**src/arc_pkg.sv**
```systemverilog
// Constants and types for the auxiliary output, reference trim and calibration register slice.
// Assumes a single converter clock domain; used by arc_regs and arc_cal_div.
package arc_pkg;

   ////////////////////////////////////////////////////////////////////////////////
   // Register offsets on the serial register port
   localparam logic [7:0] ARC_OFS_AUX_I_LOW = 8'h09;   // aux_i_level_low
   localparam logic [7:0] ARC_OFS_AUX_I_CTL = 8'h0A;   // aux_i_control
   localparam logic [7:0] ARC_OFS_AUX_Q_LOW = 8'h0B;   // aux_q_level_low
   localparam logic [7:0] ARC_OFS_AUX_Q_CTL = 8'h0C;   // aux_q_control
   localparam logic [7:0] ARC_OFS_REF_TRIM = 8'h0D;    // reference_trim
   localparam logic [7:0] ARC_OFS_CAL_CTL = 8'h0E;     // calibration_control
   localparam logic [7:0] ARC_OFS_CAL_STAT = 8'h0F;    // calibration_status
   localparam logic [7:0] ARC_OFS_MEM_CTL = 8'h12;     // Memory read/write control, strobe bits only

   ////////////////////////////////////////////////////////////////////////////////
   // Field positions
   localparam int ARC_AUX_EN_BIT = 7;          // Auxiliary output enable
   localparam int ARC_AUX_SPAN_LSB = 5;        // Span field 6:5
   localparam int ARC_AUX_TOP_LSB = 2;         // Top-of-range field 4:2
   localparam int ARC_CAL_PRELD_Q_BIT = 7;     // Q preload source
   localparam int ARC_CAL_PRELD_I_BIT = 6;     // I preload source
   localparam int ARC_CAL_SEL_Q_BIT = 5;       // Q self-calibration select
   localparam int ARC_CAL_SEL_I_BIT = 4;       // I self-calibration select
   localparam int ARC_CAL_CLK_EN_BIT = 3;      // Calibration clock enable
   localparam int ARC_STAT_Q_DONE_BIT = 7;     // Q calibration complete
   localparam int ARC_STAT_I_DONE_BIT = 6;     // I calibration complete
   localparam int ARC_MEM_START_BIT = 4;       // Self-calibration start strobe

   ////////////////////////////////////////////////////////////////////////////////
   // Reset values and fixed codes
   localparam logic [7:0] ARC_RST_REG = 8'h00;       // All writable registers reset to zero
   localparam logic [5:0] ARC_CAL_FIXED_REF = 6'h20; // Fixed preload reference of 32
   localparam logic [1:0] ARC_MEM_UNCAL = 2'h0;      // Calibration memory status: uncalibrated
   localparam logic [1:0] ARC_MEM_SELF = 2'h1;       // Calibration memory status: self-calibrated
   localparam logic [7:0] ARC_DIV_MAX_TERM = 8'hFF;  // Terminal count for divide by 256
   localparam int ARC_AUX_LEVEL_W = 10;              // Auxiliary level word width

   ////////////////////////////////////////////////////////////////////////////////
   // Types
   typedef struct packed {
      logic enable;                          // Output enabled
      logic [1:0] span;                      // Span select code
      logic [2:0] top;                       // Top-of-range select code
      logic [ARC_AUX_LEVEL_W-1:0] level;     // Output level word
   } arc_aux_s;

   typedef enum logic [1:0] {
      ARC_CAL_IDLE = 2'h0,
      ARC_CAL_RUN = 2'h1,
      ARC_CAL_FINISH = 2'h3
   } arc_cal_state_e;

endpackage

```
**src/arc_regs.sv**
```systemverilog
// Auxiliary output, reference trim and calibration control registers with the self-calibration sequencer.
// Assumes a host serial controller on ref_clk presenting one-cycle read and write strobes.
`timescale 1ns/1ps
module arc_regs #(
   parameter int unsigned CAL_TICKS = 64 // Calibration clock ticks per self-calibration
) (
   input wire logic ref_clk,
   input wire logic reset_n,
   input wire logic reg_wr_en,
   input wire logic reg_rd_en,
   input wire logic [7:0] reg_addr,
   input wire logic [7:0] reg_wdata,
   output logic [7:0] reg_rdata,
   input wire logic [5:0] user_cal_ref,
   output arc_pkg::arc_aux_s aux_i_cfg,
   output arc_pkg::arc_aux_s aux_q_cfg,
   output logic [11:0] aux_i_span_mv,
   output logic [11:0] aux_i_top_mv,
   output logic [11:0] aux_q_span_mv,
   output logic [11:0] aux_q_top_mv,
   output logic signed [5:0] reference_trim_code,
   output logic [5:0] q_cal_ref_preload,
   output logic [5:0] i_cal_ref_preload,
   output logic cal_tick,
   output logic cal_busy,
   output logic q_cal_done,
   output logic i_cal_done
);

   ////////////////////////////////////////////////////////////////////////////////
   // Decode helpers shared by both channels
   // Span code to millivolts
   function automatic logic [11:0] span_mv(input logic [1:0] code);
      case (code)
         2'h0: span_mv = 12'h7D0;   // 2.0 V
         2'h1: span_mv = 12'h5DC;   // 1.5 V
         2'h2: span_mv = 12'h3E8;   // 1.0 V
         default: span_mv = 12'h1F4; // 0.5 V
      endcase
   endfunction

   // Top-of-range code to millivolts; unlisted codes hold the highest setting
   function automatic logic [11:0] top_mv(input logic [2:0] code);
      case (code)
         3'h0: top_mv = 12'h3E8;    // 1.0 V
         3'h1: top_mv = 12'h5DC;    // 1.5 V
         3'h2: top_mv = 12'h7D0;    // 2.0 V
         3'h3: top_mv = 12'h9C4;    // 2.5 V
         default: top_mv = 12'hB54; // 2.9 V
      endcase
   endfunction

   ////////////////////////////////////////////////////////////////////////////////
   // Reset synchroniser: assert at once, release after two edges
   logic [1:0] rst_sync_r;
   logic rst_n_int;

   always_ff @(posedge ref_clk or negedge reset_n) begin
      if (!reset_n) begin
         rst_sync_r <= 2'h0;
      end else begin
         rst_sync_r <= {rst_sync_r[0], 1'b1};
      end
   end
   assign rst_n_int = rst_sync_r[1];

   ////////////////////////////////////////////////////////////////////////////////
   // Register storage
   logic [7:0] i_low_r;    // aux_i_level_low
   logic [7:0] i_ctl_r;    // aux_i_control
   logic [7:0] q_low_r;    // aux_q_level_low
   logic [7:0] q_ctl_r;    // aux_q_control
   logic [5:0] trim_r;     // reference_trim_code
   logic [7:0] cal_ctl_r;  // calibration_control
   logic wr_hit_mem;       // Write to memory control register

   // Host writes; the status offset is read-only and unmapped offsets are ignored
   always_ff @(posedge ref_clk or negedge rst_n_int) begin
      if (!rst_n_int) begin
         i_low_r <= arc_pkg::ARC_RST_REG;
         i_ctl_r <= arc_pkg::ARC_RST_REG;
         q_low_r <= arc_pkg::ARC_RST_REG;
         q_ctl_r <= arc_pkg::ARC_RST_REG;
         trim_r <= 6'h00;
         cal_ctl_r <= arc_pkg::ARC_RST_REG;
      end else if (reg_wr_en) begin
         case (reg_addr)
            arc_pkg::ARC_OFS_AUX_I_LOW: i_low_r <= reg_wdata;
            arc_pkg::ARC_OFS_AUX_I_CTL: i_ctl_r <= reg_wdata;
            arc_pkg::ARC_OFS_AUX_Q_LOW: q_low_r <= reg_wdata;
            arc_pkg::ARC_OFS_AUX_Q_CTL: q_ctl_r <= reg_wdata;
            arc_pkg::ARC_OFS_REF_TRIM: trim_r <= reg_wdata[5:0];
            arc_pkg::ARC_OFS_CAL_CTL: cal_ctl_r <= reg_wdata;
            default: begin end // Status, memory control and unmapped offsets store nothing here
         endcase
      end
   end

   assign wr_hit_mem = reg_wr_en && (reg_addr == arc_pkg::ARC_OFS_MEM_CTL);

   ////////////////////////////////////////////////////////////////////////////////
   // Field views of the stored registers
   logic q_preload_source;
   logic i_preload_source;
   logic q_selfcal_select;
   logic i_selfcal_select;
   logic cal_clock_enable;
   logic [2:0] cal_clock_divide;
   assign q_preload_source = cal_ctl_r[arc_pkg::ARC_CAL_PRELD_Q_BIT];
   assign i_preload_source = cal_ctl_r[arc_pkg::ARC_CAL_PRELD_I_BIT];
   assign q_selfcal_select = cal_ctl_r[arc_pkg::ARC_CAL_SEL_Q_BIT];
   assign i_selfcal_select = cal_ctl_r[arc_pkg::ARC_CAL_SEL_I_BIT];
   assign cal_clock_enable = cal_ctl_r[arc_pkg::ARC_CAL_CLK_EN_BIT];
   assign cal_clock_divide = cal_ctl_r[2:0];

   // Level words join the low byte with the two bottom bits of the control register
   assign aux_q_cfg.enable = q_ctl_r[arc_pkg::ARC_AUX_EN_BIT];
   assign aux_q_cfg.span = q_ctl_r[arc_pkg::ARC_AUX_SPAN_LSB +: 2];
   assign aux_q_cfg.top = q_ctl_r[arc_pkg::ARC_AUX_TOP_LSB +: 3];
   assign aux_q_cfg.level = {q_ctl_r[1:0], q_low_r};
   assign aux_i_cfg.enable = i_ctl_r[arc_pkg::ARC_AUX_EN_BIT];
   assign aux_i_cfg.span = i_ctl_r[arc_pkg::ARC_AUX_SPAN_LSB +: 2];
   assign aux_i_cfg.top = i_ctl_r[arc_pkg::ARC_AUX_TOP_LSB +: 3];
   assign aux_i_cfg.level = {i_ctl_r[1:0], i_low_r};
   assign reference_trim_code = trim_r;

   ////////////////////////////////////////////////////////////////////////////////
   // Registered analog settings in millivolts and preload references
   always_ff @(posedge ref_clk or negedge rst_n_int) begin
      if (!rst_n_int) begin
         aux_q_span_mv <= 12'h7D0;
         aux_q_top_mv <= 12'h3E8;
         aux_i_span_mv <= 12'h7D0;
         aux_i_top_mv <= 12'h3E8;
      end else begin
         aux_q_span_mv <= span_mv(aux_q_cfg.span);
         aux_q_top_mv <= top_mv(aux_q_cfg.top);
         aux_i_span_mv <= span_mv(aux_i_cfg.span);
         aux_i_top_mv <= top_mv(aux_i_cfg.top);
      end
   end

   // Preload chooses the fixed reference unless software asks for its own value
   always_ff @(posedge ref_clk or negedge rst_n_int) begin
      if (!rst_n_int) begin
         q_cal_ref_preload <= arc_pkg::ARC_CAL_FIXED_REF;
         i_cal_ref_preload <= arc_pkg::ARC_CAL_FIXED_REF;
      end else begin
         q_cal_ref_preload <= q_preload_source ? user_cal_ref : arc_pkg::ARC_CAL_FIXED_REF;
         i_cal_ref_preload <= i_preload_source ? user_cal_ref : arc_pkg::ARC_CAL_FIXED_REF;
      end
   end

   ////////////////////////////////////////////////////////////////////////////////
   // Calibration clock: a tick stream gated by the enable bit
   arc_cal_div u_cal_div (
      .clk(ref_clk),
      .rst_n(rst_n_int),
      .enable(cal_clock_enable),
      .div_code(cal_clock_divide),
      .tick(cal_tick)
   );

   ////////////////////////////////////////////////////////////////////////////////
   // Self-calibration sequencer
   arc_pkg::arc_cal_state_e state_r;
   logic [15:0] tick_cnt_r;   // Ticks spent in the run state
   logic sel_q_r;             // Q channel in the running calibration
   logic sel_i_r;             // I channel in the running calibration
   logic start;               // Accepted start request
   logic run_end;             // Last tick of the run
   logic [1:0] q_mem_r;       // Q calibration memory status
   logic [1:0] i_mem_r;       // I calibration memory status

   // A start while busy is dropped; a zero in the start bit does nothing
   assign start = wr_hit_mem && reg_wdata[arc_pkg::ARC_MEM_START_BIT] &&
                  (state_r == arc_pkg::ARC_CAL_IDLE) && (q_selfcal_select || i_selfcal_select);
   assign run_end = cal_tick && (tick_cnt_r == 16'(CAL_TICKS - 1));
   assign cal_busy = (state_r != arc_pkg::ARC_CAL_IDLE);

   // The run state is left only on a calibration tick, so a stopped clock freezes the run
   always_ff @(posedge ref_clk or negedge rst_n_int) begin
      if (!rst_n_int) begin
         state_r <= arc_pkg::ARC_CAL_IDLE;
      end else begin
         case (state_r)
            arc_pkg::ARC_CAL_IDLE: if (start) begin
               state_r <= arc_pkg::ARC_CAL_RUN;
            end
            arc_pkg::ARC_CAL_RUN: if (run_end) begin
               state_r <= arc_pkg::ARC_CAL_FINISH;
            end
            arc_pkg::ARC_CAL_FINISH: state_r <= arc_pkg::ARC_CAL_IDLE;
            default: state_r <= arc_pkg::ARC_CAL_IDLE;
         endcase
      end
   end

   // Tick counter, cleared by each accepted start
   always_ff @(posedge ref_clk or negedge rst_n_int) begin
      if (!rst_n_int) begin
         tick_cnt_r <= 16'h0000;
      end else if (start) begin
         tick_cnt_r <= 16'h0000;
      end else if (state_r == arc_pkg::ARC_CAL_RUN && cal_tick) begin
         tick_cnt_r <= tick_cnt_r + 16'h0001;
      end
   end

   // Channel selection is frozen at the start so mid-run writes cannot tear it
   always_ff @(posedge ref_clk or negedge rst_n_int) begin
      if (!rst_n_int) begin
         sel_q_r <= 1'b0;
         sel_i_r <= 1'b0;
      end else if (start) begin
         sel_q_r <= q_selfcal_select;
         sel_i_r <= i_selfcal_select;
      end
   end

   // Done flags drop at start and rise at finish; the two never coincide
   always_ff @(posedge ref_clk or negedge rst_n_int) begin
      if (!rst_n_int) begin
         q_cal_done <= 1'b0;
         i_cal_done <= 1'b0;
         q_mem_r <= arc_pkg::ARC_MEM_UNCAL;
         i_mem_r <= arc_pkg::ARC_MEM_UNCAL;
      end else if (start) begin
         if (q_selfcal_select) begin
            q_cal_done <= 1'b0;
         end
         if (i_selfcal_select) begin
            i_cal_done <= 1'b0;
         end
      end else if (state_r == arc_pkg::ARC_CAL_FINISH) begin
         if (sel_q_r) begin
            q_cal_done <= 1'b1;
            q_mem_r <= arc_pkg::ARC_MEM_SELF;
         end
         if (sel_i_r) begin
            i_cal_done <= 1'b1;
            i_mem_r <= arc_pkg::ARC_MEM_SELF;
         end
      end
   end

   ////////////////////////////////////////////////////////////////////////////////
   // Read path: data one cycle after the read strobe, unmapped offsets read zero
   always_ff @(posedge ref_clk or negedge rst_n_int) begin
      if (!rst_n_int) begin
         reg_rdata <= 8'h00;
      end else if (reg_rd_en) begin
         case (reg_addr)
            arc_pkg::ARC_OFS_AUX_I_LOW: reg_rdata <= i_low_r;
            arc_pkg::ARC_OFS_AUX_I_CTL: reg_rdata <= i_ctl_r;
            arc_pkg::ARC_OFS_AUX_Q_LOW: reg_rdata <= q_low_r;
            arc_pkg::ARC_OFS_AUX_Q_CTL: reg_rdata <= q_ctl_r;
            arc_pkg::ARC_OFS_REF_TRIM: reg_rdata <= {2'h0, trim_r};
            arc_pkg::ARC_OFS_CAL_CTL: reg_rdata <= cal_ctl_r;
            arc_pkg::ARC_OFS_CAL_STAT: reg_rdata <= {q_cal_done, i_cal_done, 2'h0, q_mem_r, i_mem_r};
            default: reg_rdata <= 8'h00;
         endcase
      end
   end

   ////////////////////////////////////////////////////////////////////////////////
   // Checks
   property p_q_level_low;
      @(posedge ref_clk) disable iff (!rst_n_int)
      reg_wr_en && reg_addr == 8'h0B |=> aux_q_cfg.level[7:0] == $past(reg_wdata);
   endproperty
   a_q_level_low: assert property (p_q_level_low) else $error("Q level low byte not taken");
   property p_i_level_top;
      @(posedge ref_clk) disable iff (!rst_n_int)
      reg_wr_en && reg_addr == 8'h0A |=> aux_i_cfg.level[9:8] == $past(reg_wdata[1:0]);
   endproperty
   a_i_level_top: assert property (p_i_level_top) else $error("I level top bits not taken");
   property p_q_ctl_fields;
      @(posedge ref_clk) disable iff (!rst_n_int)
      reg_wr_en && reg_addr == 8'h0C |=> aux_q_cfg.enable == $past(reg_wdata[7]) &&
         aux_q_cfg.span == $past(reg_wdata[6:5]) ##1 aux_q_top_mv == top_mv($past(reg_wdata[4:2], 2));
   endproperty
   a_q_ctl_fields: assert property (p_q_ctl_fields) else $error("Q control fields wrong");
   property p_q_span_mv;
      @(posedge ref_clk) disable iff (!rst_n_int)
      $stable(aux_q_cfg.span) && aux_q_cfg.span == 2'h3 |=> aux_q_span_mv == 12'h1F4;
   endproperty
   a_q_span_mv: assert property (p_q_span_mv) else $error("Q span decode wrong");
   property p_trim_read;
      @(posedge ref_clk) disable iff (!rst_n_int)
      reg_rd_en && reg_addr == 8'h0D |=> reg_rdata == {2'h0, $past(trim_r)};
   endproperty
   a_trim_read: assert property (p_trim_read) else $error("Trim readback wrong");
   property p_q_preload;
      @(posedge ref_clk) disable iff (!rst_n_int)
      !q_preload_source ##1 1'b1 |-> q_cal_ref_preload == 6'h20;
   endproperty
   a_q_preload: assert property (p_q_preload) else $error("Q preload not fixed 32");
   property p_cal_clock_gate;
      @(posedge ref_clk) disable iff (!rst_n_int)
      !cal_clock_enable |-> !cal_tick;
   endproperty
   a_cal_clock_gate: assert property (p_cal_clock_gate) else $error("Tick while clock disabled");
   property p_div_two;
      @(posedge ref_clk) disable iff (!rst_n_int)
      cal_tick && cal_clock_divide == 3'h7 ##1 cal_clock_enable ##1 cal_clock_enable |-> cal_tick && !$past(cal_tick);
   endproperty
   a_div_two: assert property (p_div_two) else $error("Divide by two wrong");
   property p_q_done_clear;
      @(posedge ref_clk) disable iff (!rst_n_int)
      start && q_selfcal_select |=> !q_cal_done && cal_busy;
   endproperty
   a_q_done_clear: assert property (p_q_done_clear) else $error("Q done not cleared at start");
   property p_start_zero;
      @(posedge ref_clk) disable iff (!rst_n_int)
      wr_hit_mem && !reg_wdata[4] && !cal_busy |=> !cal_busy;
   endproperty
   a_start_zero: assert property (p_start_zero) else $error("Zero start bit began calibration");

endmodule

```
**src/arc_cal_div.sv**
```systemverilog
// Calibration clock divider: a one-cycle tick every 256 >> code converter clocks.
// Assumes enable and code come from registers on the same clock; reset is already synchronised.
`timescale 1ns/1ps
module arc_cal_div (
   input wire logic clk,
   input wire logic rst_n,
   input wire logic enable,
   input wire logic [2:0] div_code,
   output logic tick
);

   logic [7:0] cnt_r;   // Converter clocks since last tick
   logic [7:0] term_r;  // Terminal count now in force

   ////////////////////////////////////////////////////////////////////////////////
   // Tick when the count reaches the terminal value
   assign tick = enable && (cnt_r == term_r);

   // Count runs only while enabled; a stopped clock restarts from zero
   always_ff @(posedge clk or negedge rst_n) begin
      if (!rst_n) begin
         cnt_r <= 8'h00;
      end else if (!enable || tick) begin
         cnt_r <= 8'h00;
      end else begin
         cnt_r <= cnt_r + 8'h01;
      end
   end

   // New ratio taken only while stopped or at a tick, so no period is ever cut short
   always_ff @(posedge clk or negedge rst_n) begin
      if (!rst_n) begin
         term_r <= arc_pkg::ARC_DIV_MAX_TERM;
      end else if (!enable || tick) begin
         term_r <= arc_pkg::ARC_DIV_MAX_TERM >> div_code;
      end
   end

endmodule

```
**config.mk**
```make
export PLATFORM = sky130hd
export DESIGN_NAME = arc_regs
export DESIGN_NICKNAME = d
export VERILOG_FILES = /design/src/arc_pkg.sv /design/src/arc_regs.sv /design/src/arc_cal_div.sv
export SDC_FILE = /design/constraint.sdc
export NUM_CORES = 1
export LEC_CHECK = 0
export BUFFER_PORTS_ARGS = -buffer_cell sky130_fd_sc_hd__buf_2
export CAP_MARGIN = 25
export CORE_MARGIN = 5
export CORE_UTILIZATION = 54
export CTS_CLUSTER_DIAMETER = 30
export DETAILED_ROUTE_END_ITERATION = 6
export PLACE_DENSITY = 0.79
export RECOVER_POWER = 50
export SLEW_MARGIN = 20
export SYNTH_ARGS = -nofsm -noshare
export SYNTH_HDL_FRONTEND = slang
export SYNTH_SLANG_ARGS = --single-unit
```
**constraint.sdc**
```tcl
create_clock -name ref_clk -period 5.6 [get_ports ref_clk]
set_clock_uncertainty 0.05 [all_clocks]
set_input_delay 1.12 -clock ref_clk [delete_from_list [all_inputs] [get_ports ref_clk]]
set_output_delay 1.12 -clock ref_clk [all_outputs]
set_load 0.02 [all_outputs]
```
# Word-level counts from Yosys, hierarchy flattened
# Index checks and enable logic that the tools add are counted.
[totals]
ff_bits = 156
elab_cells = 106
in_bits = 26
out_inout_bits = 110
[op_classes]
n_shift = 1
reduce_logical = 31
n_mux = 21
n_addsub = 2
eq_ne = 26
bitwise = 1
[op_table]
columns = ["operator", "n"]
rows = [
  ["$pmux W12 S4", 2],
  ["$pmux W11 S3", 2],
  ["$eq A8 B4 Y1 const B", 7],
  ["$pmux W8 S7", 1],
  ["$mux W16", 2],
  ["$add A16 B1 Y16 const B", 1],
  ["$eq A16 B6 Y1 const B", 1],
  ["$reduce_and A2 Y1", 7],
  ["$eq A3 B2 Y1 const B", 4],
  ["$mux W6", 2],
  ["$reduce_and A3 Y1", 4],
  ["$reduce_bool A2 Y1", 5],
  ["$add A8 B1 Y8 const B", 1],
  ["$eq A8 B5 Y1 const B", 1],
  ["$eq A8 B8 Y1", 1],
  ["$mux W1", 8],
  ["$mux W8", 1],
  ["$ne A2 B2 Y1 const B", 4],
  ["$shr A8 B3 Y8 const A", 1],
  ["$logic_and A1 B1 Y1", 7],
  ["$eq A2 B1 Y1 const B", 3],
  ["$eq A2 B2 Y1 const B", 3],
  ["$eq A3 B1 Y1 const B", 2],
  ["$logic_not A2 Y1", 3],
  ["6 further kinds", 9],
]

# Depth between registers and ports, before layout
[depth]
depth_word = 7
depth_mapped = 7
ltp_nobuf = 6

# Cells and area by module
# A second synthesis with hierarchy kept.
[hier_totals]
cells_unflattened = 494
hier_area_um2 = 6063.3
[by_module_without_submodules]
columns = ["mod", "seq_area_each_um2", "area_each_um2", "cells_each", "instances"]
rows = [
  ["arc_regs", 3022.9, 5313.8, 429, 1],
  ["arc_cal_div", 384.1, 749.5, 65, 1],
]

# Worst setup path after synthesis
# No wires, ideal clock.
[synth_path]
kind = "register -> output"
from = "register u_cal_div.term_r[1]"
to = "output cal_tick"
required_ps = 4430
setup_slack_ps = 2914
stages_incl_launch_ff = 5
arrival_ps = 1516
path_buffers = 1
cell_sequence = "dfstp_2 -> xnor2_2 -> nand4_4 -> buf_6 -> nor3_1"
[synth_between]
elab_chain_cells = 2
[synth_rtl]
columns = ["element", "line", "rtl"]
rows = [
  ["start, declared", "arc_cal_div.sv:13", "logic [7:0] term_r;"],
  ["start signal, assigned", "arc_cal_div.sv:33", "term_r <= arc_pkg::ARC_DIV_MAX_TERM;"],
  ["start signal, assigned", "arc_cal_div.sv:35", "term_r <= arc_pkg::ARC_DIV_MAX_TERM >> div_code;"],
  ["$eq A8 B8 Y1", "arc_cal_div.sv:17", "assign tick = enable && (cnt_r == term_r);"],
  ["$logic_and A1 B1 Y1", "arc_cal_div.sv:17", ""],
  ["end, declared", "arc_regs.sv:24", "output logic cal_tick,"],
]
# Every way passes these cells.

# Worst setup path in the final report
[layout_path]
from = "register u_cal_div.term_r[3]"
to = "output cal_tick"
# The elaborated chain is that of the path after synthesis.

==> results.py <==
metrics = {
    "run_status": {
        "outcome": "complete, but fails checks",
        "failed_checks": "capacitance limit, slew limit",
    },
    "worst_setup_path": {
        "cp_cell_sequence": "xnor2_2 -> nand4_4 -> nor3_1 -> buf_2",
        "r2r_start": "rst_sync_r[1]",
        "required_ps": 4430,
        "cp_max_fo": 17,
        "cp.arrival_ps": 1920,
        "critPathKind": "reg2out",
        "start_kind": "flop",
        "r2r_cells": 1,
        "cp_slowest_cell": "dfstp_2",
        "endpoint_kind": "output port",
        "critPathMaxStageDelay_ps": 560,
        "reg2reg_to": "q_cal_ref_preload[2]",
        "ff2ff_setup_slack_ps": 3040,
    },
    "finish": {
        "final_area_um2": 7406,
        "finalNonFillerCells": 765,
        "syn_to_final_growth_pct": 19.67,
        "num_antenna_cells": 0,
        "fin_nets": 647,
        "final_layout_size_suffix_gt1_share_pct": 42.77,
    },
    "cts": {
        "postCtsResizedCells": 0,
        "clock-sinks": 135,
        "cts_tree": "built",
        "cts_root_buf": "clkbuf_16",
        "clock_latency_ps": 420,
        "cts_buffer_depth": 2,
        "clk_pin_slew_ps": 50,
        "cts_made_buffers": 17,
        "cts_max_level": 4,
        "hold_buffers": 0,
        "cts_setup_buffers": 0,
    },
    "sta": {
        "post-route-min-period_ps": 3092,
        "hold_viol": 0,
        "finalMaxSlewViolations": 56,
        "fin_tns_setup_ps": 0,
        "grt_setup_unrepaired": "no",
        "fmax_mhz": 323.4,
        "setup_violations": 0,
        "fin_ws_ps": 2508,
        "post-route-period-util_pct": 55.22,
        "worst_pin_slew_ps": 2154,
        "relSlewSlack_pct": -43.61,
    },
    "placed_design": {
        "gp_congestion": 0.8492,
        "dp_cells": 733,
        "dp_hpwl_um": 10050,
        "place_area_um2": 6753,
        "dp_slack_ps": 2560,
        "portBuffers": 115,
    },
    "worst_hold_path": {
        "hp-start": "rst_sync_r[0]",
        "hold_class": "reg2reg",
        "hold_end": "rst_sync_r[1]",
        "whs_path_depth": 0,
    },
    "detailed_routing": {
        "dr.first_iter.drc_count": 268,
        "antenna_left": 0,
        "wl_um": 14580,
        "drc_errors": 0,
        "wl_per_cell_um": 19.05,
        "drt-pass1-iter-count": 4,
        "viasPerCell": 5.478,
        "num_vias": 4191,
    },
    "power": {
        "power.total_mw": 2.475,
        "power_leakage_nw": 3.630,
        "vdd_drop_max_mv": 0.2565,
        "power.density_nw_per_um2": 334.2,
    },
    "synthesis": {
        "postSynthCellCount": 493,
        "synth.distinct_cells": 61,
        "yosysTopAreaCellShare_pct": 45.29,
        "synth-async-reset-ratio_pct": 100.0,
        "ys.warnings.count": 0,
        "ys_ff_latch": 135,
        "syn-mean-instance-area_um2": 12.55,
        "synth_edf_count": 0,
        "yosysSeqAreaShare_pct": 55.05,
        "synth_top_flop_cell": "dfrtp_1",
        "synth_top_cell_by_area": "dfrtp_1",
        "synth_area_um2": 6188,
        "synthTopCellsByArea": "dfrtp_1, mux2_2, dfstp_2, xnor2_1, nor2_1",
    },
    "grt": {
        "grt_usage_pct": 22.61,
        "overflow": 0,
        "antenna_found_initial": 0,
        "grt_max_degree": 80,
        "grt_pass1_wl_um": 23350,
        "grt_pass1_vias": 4407,
    },
    "floorplan": {
        "num_rows": 39,
        "start_util_pct": 54.66,
        "coreArea_um2": 11320,
        "dieArea_um2": 13700,
        "die_y_um": 117.1,
        "die_w_um": 117.1,
        "pin_count": 136,
    },
    "run": {
        "drv_cap": 1,
    },
}
sequential cells by signal, indices dropped and copies added (netlist names), 8 cells and up:
name,count
aux_i_top_mv,8
tick_cnt_r,16
reg_rdata,8
i_ctl_r,8
u_cal_div.cnt_r,8
i_low_r,8
cal_ctl_r,8
aux_q_top_mv,8
q_low_r,8
q_ctl_r,8
cells in the final DEF (no fill, tap or decap), types with 7 or more instances in the layout:
cell type	n
inv_1	15
nor3_1	7
a21oi_1	11
xnor2_1	19
nor2_2	8
ha_1	12
and2_1	7
dfstp_2	23
buf_2	113
nor2_1	44
clkbuf_16	17
nand2_1	15
mux2_2	59
and3_1	8
nor4_1	7
nand3_1	9
conb_1	21
dfrtp_1	112
cell type report:
class | count | area [um^2]
Clock buffer | 20 | 456.7
Clock inverter | 12 | 198.9
Fill cell | 847 | 3915
Inverter | 15 | 56.30
Multi-Input combinational cell | 324 | 2524
Sequential cell | 135 | 3407
Tap cell | 143 | 178.9
Timing Repair Buffer | 116 | 584.3
Yosys cell counts (3+ instances only):
| library cell | n |
|---|---|
| a21oi_1 | 11 |
| a22o_1 | 3 |
| a22oi_1 | 4 |
| a31oi_1 | 3 |
| and2_1 | 11 |
| and3_1 | 8 |
| buf_2 | 11 |
| buf_4 | 20 |
| clkbuf_1 | 3 |
| dfrtp_1 | 112 |
| dfstp_2 | 23 |
| ha_1 | 12 |
| inv_1 | 15 |
| mux2_2 | 59 |
| mux2i_1 | 3 |
| nand2_1 | 15 |
| nand2b_1 | 4 |
| nand3_1 | 9 |
| nand3b_1 | 5 |
| nor2_1 | 44 |
| nor2_2 | 8 |
| nor2b_1 | 5 |
| nor3_1 | 7 |
| nor4_1 | 7 |
| nor4_2 | 6 |
| o21ai_0 | 4 |
| o2bb2ai_1 | 3 |
| or2_2 | 5 |
| xnor2_1 | 19 |
| xnor2_2 | 6 |
| xor2_1 | 5 |
layer usage:
layer | part of all wire, % | track usage [%]
met5 | 0 | 0
met4 | 2.0 | 9.480
met3 | 7.0 | 5.296
met2 | 51 | 37.43
met1 | 40 | 28.68
logic make-up (layout without fill, tap and decap cells):
family | Yosys count | in the layout | synth area share, %
buf+inv | 53 | 163 | 5.317
flops | 135 | 135 | 55.05
simple gates | 152 | 152 | 14.86
xor+xnor | 30 | 30 | 4.974
compound gates | 45 | 45 | 5.298
mux | 64 | 64 | 11.95
other cells | 2 | 21 | 0.1214
fa+ha+maj | 12 | 12 | 2.426
where the power goes:
| group | total, mW | leakage (nW) | internal [mW] | switching [mW] |
|---|---|---|---|---|
| Combinational | 0.186 | 1.63 | 0.0643 | 0.121 |
| Sequential | 1.06 | 1.70 | 1.02 | 0.0386 |
| Clock | 1.23 | 0.308 | 0.812 | 0.418 |
worst max-delay path, delay by kind of cell (launching register included):
kind	cells	cell delay, ps
XOR/XNOR	1	140
buffers and inverters	1	200
flip-flops	1	560
AND/OR/NAND/NOR	2	620
per-stage QoR:
step / hold WS (ps) / util, %
after detailed placement: 291.8 / 59.65
after global placement: 292.5 / 59.65
after floorplan: 281.2 / -
final: 298.3 / 65.42
after global routing: 324.7 / 65.42
after CTS: 303.7 / 65.44
worst max-delay path by stage:
stage          cells after the start                start               end  slack (ps)
6_report                           4  u_cal_div.term_r[3]          cal_tick        2510
5_1_grt                            4  u_cal_div.term_r[7]          cal_tick        2370
4_1_cts                            4  u_cal_div.term_r[7]          cal_tick        2470
3_5_place_dp                       5          reg_addr[1]           sel_q_r        2560
3_3_place_gp                       5          reg_addr[1]           sel_q_r        2650
2_1_floorplan                      0        rst_sync_r[1]  aux_i_span_mv[2]        1550
(Power assumes the default switching activity.)
